## config.mk

```make
export PLATFORM = sky130hd
export DESIGN_NAME = dex_core
export DESIGN_NICKNAME = d
export VERILOG_FILES = /design/src/rtl/dex_pkg.sv /design/src/rtl/dex_core.sv
export SDC_FILE = /design/constraint.sdc
export NUM_CORES = 1
export LEC_CHECK = 0
export BUFFER_PORTS_ARGS = -buffer_cell sky130_fd_sc_hd__buf_2
export CAP_MARGIN = 20
export CORE_MARGIN = 2
export CORE_UTILIZATION = 47
export DETAILED_ROUTE_END_ITERATION = 12
export PLACE_DENSITY = 0.83
export SLEW_MARGIN = 25
export SYNTH_ARGS = -nofsm -noshare
export SYNTH_HDL_FRONTEND = slang
export SYNTH_SLANG_ARGS = --single-unit
```

## constraint.sdc

```tcl
create_clock -name CLK_IN -period 3.32 [get_ports CLK_IN]
set_input_delay 0.332 -clock CLK_IN [delete_from_list [all_inputs] [get_ports CLK_IN]]
set_output_delay 0.332 -clock CLK_IN [all_outputs]
set_load 0.03 [all_outputs]
```

## src/rtl/dex_pkg.sv

```systemverilog
package dex_pkg;
	// ----------------------------------------
	// instruction word layout
	// ----------------------------------------
	localparam int INSN_W = 14;
	localparam int DATA_W = 8;
	localparam int ADDR_W = 7;
	localparam int OPC_HI = 13;
	localparam int OPC_LO = 8;
	localparam int DEST_BIT = 7;
	localparam logic [5:0] OPC_DEC = 6'h03;
	localparam logic [5:0] OPC_DEC_SKIP = 6'h0B;
	localparam logic [INSN_W-1:0] NOP_WORD = 14'h0000;
	localparam logic DEST_ACC = 1'b0;
	localparam logic DEST_REG = 1'b1;
	localparam logic [DATA_W-1:0] ACC_RESET = 8'h00;
	localparam logic [DATA_W-1:0] ONE = 8'h01;

	// ----------------------------------------
	// carriers
	// ----------------------------------------
	typedef struct packed {
		logic [ADDR_W-1:0] addr;
		logic [DATA_W-1:0] data;
		logic we;
	} dex_wr_type;

	typedef struct packed {
		logic [DATA_W-1:0] acc;
		logic zero;
		logic zero_we;
		logic squash;
		logic skip;
		dex_wr_type wr;
		logic [DATA_W-1:0] result;
		logic done;
	} dex_state_type;
endpackage : dex_pkg

```

## src/rtl/dex_core.sv

```systemverilog
// Notes on behaviour
// - operand is 7-bit register, 1-bit destination
// - opcode 000011 computes register minus one
// - decrement updates zero flag only
// - destination 0 to accumulator, 1 to register
// - skip variant skips next when result zero
// - skip variant 001011, no flags, nop cycle
module dex_core
	import dex_pkg::*;
(
	// clock and reset
	input wire logic CLK_IN,
	input wire logic ARST_N_IN,
	// instruction fetch
	input wire logic [INSN_W-1:0] INSN_IN,
	input wire logic INSN_VALID_IN,
	// register file read port, combinational
	output logic [ADDR_W-1:0] RD_ADDR_OUT,
	input wire logic [DATA_W-1:0] RD_DATA_IN,
	// results
	output logic [ADDR_W-1:0] WR_ADDR_OUT,
	output logic [DATA_W-1:0] WR_DATA_OUT,
	output logic WR_EN_OUT,
	output logic [DATA_W-1:0] ACC_OUT,
	output logic ZERO_OUT,
	output logic ZERO_WE_OUT,
	output logic SKIP_OUT,
	output logic DONE_OUT
);
	// ----------------------------------------
	// decode
	// ----------------------------------------
	logic [5:0] opc;
	logic dest;
	logic is_dec;
	logic is_skip;
	logic live;
	logic [DATA_W-1:0] diff;
	dex_state_type s_q;
	dex_state_type s_d;

	assign opc = INSN_IN[OPC_HI:OPC_LO];
	assign dest = INSN_IN[DEST_BIT];
	assign RD_ADDR_OUT = INSN_IN[ADDR_W-1:0];
	// a squashed slot executes as a nop whatever was fetched
	assign live = INSN_VALID_IN && !s_q.squash;
	assign is_dec = live && (opc == OPC_DEC);
	assign is_skip = live && (opc == OPC_DEC_SKIP);
	assign diff = RD_DATA_IN - ONE;

	// ----------------------------------------
	// execute
	// ----------------------------------------
	always_comb begin
		s_d = s_q;
		s_d.wr.we = 1'b0;
		s_d.zero_we = 1'b0;
		s_d.skip = 1'b0;
		s_d.done = 1'b0;
		s_d.squash = 1'b0;
		s_d.result = diff;
		s_d.wr.addr = RD_ADDR_OUT;
		s_d.wr.data = diff;
		if (is_dec || is_skip) begin
			s_d.done = 1'b1;
			if (dest == DEST_REG) begin
				s_d.wr.we = 1'b1;
			end else begin
				s_d.acc = diff;
			end
		end
		if (is_dec) begin
			s_d.zero = (diff == '0);
			s_d.zero_we = 1'b1;
		end
		if (is_skip && (diff == '0)) begin
			s_d.skip = 1'b1;
			s_d.squash = 1'b1;
		end
	end

	// ----------------------------------------
	// state register
	// ----------------------------------------
	always_ff @(posedge CLK_IN or negedge ARST_N_IN) begin
		if (!ARST_N_IN) begin
			s_q.acc <= ACC_RESET;
			s_q.zero <= 1'b0;
			s_q.zero_we <= 1'b0;
			s_q.squash <= 1'b0;
			s_q.skip <= 1'b0;
			s_q.wr <= '0;
			s_q.result <= '0;
			s_q.done <= 1'b0;
		end else begin
			s_q <= s_d;
		end
	end

	assign WR_ADDR_OUT = s_q.wr.addr;
	assign WR_DATA_OUT = s_q.wr.data;
	assign WR_EN_OUT = s_q.wr.we;
	assign ACC_OUT = s_q.acc;
	assign ZERO_OUT = s_q.zero;
	assign ZERO_WE_OUT = s_q.zero_we;
	assign SKIP_OUT = s_q.skip;
	assign DONE_OUT = s_q.done;
endmodule : dex_core

```

==> run summary <==
The run finished with clean final reports. The post-DP HPWL is 1.83 mm. In this design, the stage delay of the slowest critical-path cell is 560 ps. For this run, global-route usage on met1 was measured as 20.8%.

The area added between synthesis and finish is 29.8%. The area share of the leading cell type in the synthesized netlist works out to 61.4%. The overall die area came out at 2840 µm².

For this block, the initial DRC count from the detailed router was 15. The number of endpoints failing setup at the final stage was 0; the synthesized area was 1140 µm². The power per cell area is 516 nW/µm², and the relative max-transition margin is 42.5%. At the end of the flow, the number of nets in the layout was 175.

The analysis attributes to cell leakage a power of 0.797 nW. The mean post-synth cell area came out at 12.7 µm². The total CTS buffers was 3; the global-route wire length before repair was 3.82 mm. The met3 routing resource usage after global routing was 3.67%; the x dimension of the die was 53.3 µm.

In this run, distinct cell masters in the synthesized netlist total 29. Post-CTS repair changed the size of 0 cells. The Yosys step of the flow raised 0 warnings. The met2 global-route usage is 33.1%, and the total of max-cap violations is 0.

The run gives 182 as the filler cell count. After detailed routing, the average wire length per cell comes to 13.4 µm. After synthesis, the cell types taking the most area are sky130_fd_sc_hd__dfrtp_1 (61%), sky130_fd_sc_hd__buf_4 (4.6%), sky130_fd_sc_hd__mux2_2 (3.0%).

Wires add up to 2.35 mm. For the top-level port count, the log shows 60. The number of clock sinks seen by CTS was 28. At the worst endpoint, the required time is 3560 ps. The register area is 701 µm².

Reg2reg setup slack: 1710 ps. The non-filler instance count after layout is 175. Sequential cells were found to cover 61.4% of the synthesized design area.

Cell type contributing the most total cell area after synthesis: sky130_fd_sc_hd__dfrtp_1. The floorplan has 17 rows. The total of buffers placed on input and output ports works out to 59. Setup repair after global routing left no endpoint under its margin. The number of placed cells counting well taps was 170. Clock skew on the completed layout was measured at 5.30 ps. The tools report the final-layout setup total negative slack as 0 ps.

At the pin with the least slew margin, the transition time is 850 ps. The instance count of the mapped netlist was 90; the combined area of the multi-input logic cells was 358 µm². Routing layer with the top usage in global route: met2.

The clock period could shrink to 1610 ps. For the effective utilization at floorplan, the log shows 50.6%. The tools report the number of nets in the synthesized netlist as 117. The tools report the remaining global-route overflow as 0.

The logs give 0.622 GHz for the achievable frequency and 0 for the number of max-slew violations in the final report. Type of the tightest min-delay check: in -> reg. The final route contains 901 vias. The number of buffers and inverters on the critical path came out at 0.

The logs give 0.000351 V for the worst-case vdd ir drop and 330 ps for the clock latency reported for the late side of the worst-skew pair. Walking the worst path, the cells encountered are or4bb_1 > a311o_2 > o21ba_2. Total number of H-tree levels: 1. The share of layout cells above drive strength 1 is 49.7%.

The tree is rooted in a sky130_fd_sc_hd__clkbuf_4. After synthesis the netlist holds a flip-flop and latch count of 28. Element type at the critical path end: a flop. The number of antenna diodes in the final layout is 0. At the end of routability-driven placement, the weighted congestion stood at 0.848. Cells fill 65.7% of the core in the end. The share of the clock period used by the worst path after layout came out at 48.4%. The worst setup path is launched from a flop. The logs give 918 for the via count of the first global-routing pass and 0 for the number of antenna violations at the first check in global routing.

Number of hold violations in the final report: 0. By startpoint and endpoint, the worst setup path is classified as reg -> reg. STA puts the critical path data arrival time at 1850 ps. Once detail routing completed, the nets flagged for antenna violations numbered 0. The via-per-instance ratio came out at 5.15. The final routed DRC violation total was 0.

TritonCTS built the clock tree. Clock-pin slew was measured on the worst setup and hold paths at 150 ps. The core area is 2250 µm², and the length of the first detailed-routing pass in iterations is 6. Critical path's slowest cell: sky130_fd_sc_hd__or4bb_1. The maximum buffer depth of the clock tree was 2; the overall routing resource usage was 18.7%.

From bottom edge to top edge, the die measures 53.3 µm. The pin count of the biggest net entering global routing was 29; the highest net fanout along the worst path was 4. Among cell families on the critical path, the largest total delay comes from simple AND/OR/NAND/NOR gates.
repair_timing:
action                    in CTS  in global routing
hold buffers                   1                  0
hold endpoints to repair      10                  0
buffers inserted               0                  0
report_power, final:
part / switching [mW] / internal (mW)
combinational: 0.113 / 0.0514
sequential: 0.0106 / 0.368
clock: 0.0984 / 0.122
total: 0.222 / 0.541
routing by layer:
| metal | up-vias | share of wire [%] |
|---|---|---|
| met5 | - | 0 |
| li1 | 420 | - |
| met4 | 0 | 3.2 |
| met2 | 60 | 48 |
| met3 | 10 | 10 |
| met1 | 411 | 39 |
cell usage after synthesis:
cell type	count
sky130_fd_sc_hd__or2_4	1
sky130_fd_sc_hd__xnor2_1	1
sky130_fd_sc_hd__mux2_2	3
sky130_fd_sc_hd__buf_4	7
sky130_fd_sc_hd__o21ai_0	6
sky130_fd_sc_hd__dfrtp_1	28
sky130_fd_sc_hd__or4bb_1	1
sky130_fd_sc_hd__ha_1	2
sky130_fd_sc_hd__or4b_4	1
sky130_fd_sc_hd__nor4_1	1
sky130_fd_sc_hd__a21oi_1	4
sky130_fd_sc_hd__nor4bb_1	1
sky130_fd_sc_hd__nand2_1	5
sky130_fd_sc_hd__a31oi_1	2
sky130_fd_sc_hd__nor2_1	3
sky130_fd_sc_hd__nand2b_1	1
sky130_fd_sc_hd__o31ai_1	2
sky130_fd_sc_hd__nor3_4	1
sky130_fd_sc_hd__nor4b_1	1
sky130_fd_sc_hd__nor3b_1	1
sky130_fd_sc_hd__nand3b_1	1
sky130_fd_sc_hd__inv_1	8
sky130_fd_sc_hd__o41ai_2	1
sky130_fd_sc_hd__xor2_1	2
sky130_fd_sc_hd__a311o_2	1
sky130_fd_sc_hd__or4_1	1
sky130_fd_sc_hd__o21ba_2	1
sky130_fd_sc_hd__or3_1	2
sky130_fd_sc_hd__or4_4	1
flip-flops by register name (all words and copies together) (netlist names):
name	flops
ACC_OUT	8
WR_DATA_OUT	8
WR_ADDR_OUT	7
DONE_OUT	1
SKIP_OUT	1
WR_EN_OUT	1
ZERO_OUT	1
ZERO_WE_OUT	1
final cells by class:
cell class,count,area share (%)
clock inverter,1,2.03
sequential,28,47.3
clock buffer,3,1.52
multi-input combinational,47,24.2
timing repair buffer,60,20.6
tap,28,2.36
inverter,8,2.03
cells by family after synthesis:
family	share of synthesized area [%]
AOI/OAI and AO/OA	10.1
xor gates and xnor gates	2.30
adders and majority gates	2.19
buffers and inverters	7.24
DFF	61.4
muxes	2.96
and+or+nand+nor	13.8
placed cells by master, fill, tap and decap left out:
cell and n:
sky130_fd_sc_hd__a21oi_1 4, sky130_fd_sc_hd__or2_4 1, sky130_fd_sc_hd__nand2_1 5, sky130_fd_sc_hd__nand2b_1 1, sky130_fd_sc_hd__or4b_4 1, sky130_fd_sc_hd__nor4_1 1
sky130_fd_sc_hd__nor4bb_1 1, sky130_fd_sc_hd__o21ai_0 6, sky130_fd_sc_hd__or4bb_1 1, sky130_fd_sc_hd__ha_1 2, sky130_fd_sc_hd__o41ai_2 1, sky130_fd_sc_hd__a31oi_1 2
sky130_fd_sc_hd__clkbuf_4 3, sky130_fd_sc_hd__nand3b_1 1, sky130_fd_sc_hd__dlygate4sd3_1 1, sky130_fd_sc_hd__nor3_4 1, sky130_fd_sc_hd__dfrtp_1 28, sky130_fd_sc_hd__or4_4 1
sky130_fd_sc_hd__a311o_2 1, sky130_fd_sc_hd__bufinv_16 1, sky130_fd_sc_hd__nor2_1 3, sky130_fd_sc_hd__mux2_2 3, sky130_fd_sc_hd__nor3b_1 1, sky130_fd_sc_hd__nor4b_1 1
sky130_fd_sc_hd__or4_1 1, sky130_fd_sc_hd__or3_1 2, sky130_fd_sc_hd__o21ba_2 1, sky130_fd_sc_hd__xor2_1 2, sky130_fd_sc_hd__buf_2 59, sky130_fd_sc_hd__xnor2_1 1
sky130_fd_sc_hd__inv_1 8, sky130_fd_sc_hd__o31ai_1 2
stage by stage:
stage                     power (mW)  setup WS [ps]  hold WS, ps  instance area, µm²
after CTS                      0.772           1710          105                1480
after global placement         0.548           1540          362                1420
after global routing           0.796           1650         98.4                1480
after floorplan                0.489           1680         36.4                1140
final                          0.764           1710          112                1480
after detailed placement       0.550           1510          377                1420
worst paths after layout:
| check | from | to | cells past startpoint |
|---|---|---|---|
| min in group asynchronous | ARST_N_IN | DONE_OUT$_DFF_PN0_ | 2 |
| min reg2reg | ACC_OUT[3]$_DFFE_PN0P_ | ACC_OUT[3]$_DFFE_PN0P_ | 1 |
| max reg2reg | SKIP_OUT$_DFF_PN0_ | ACC_OUT[6]$_DFFE_PN0P_ | 3 |
| max in group asynchronous | ARST_N_IN | WR_DATA_OUT[6]$_DFF_PN0_ | 2 |
| min | INSN_IN[5] | WR_ADDR_OUT[5]$_DFF_PN0_ | 1 |
| max | SKIP_OUT$_DFF_PN0_ | ACC_OUT[6]$_DFFE_PN0P_ | 3 |
Power figures use the tool's default switching activity.
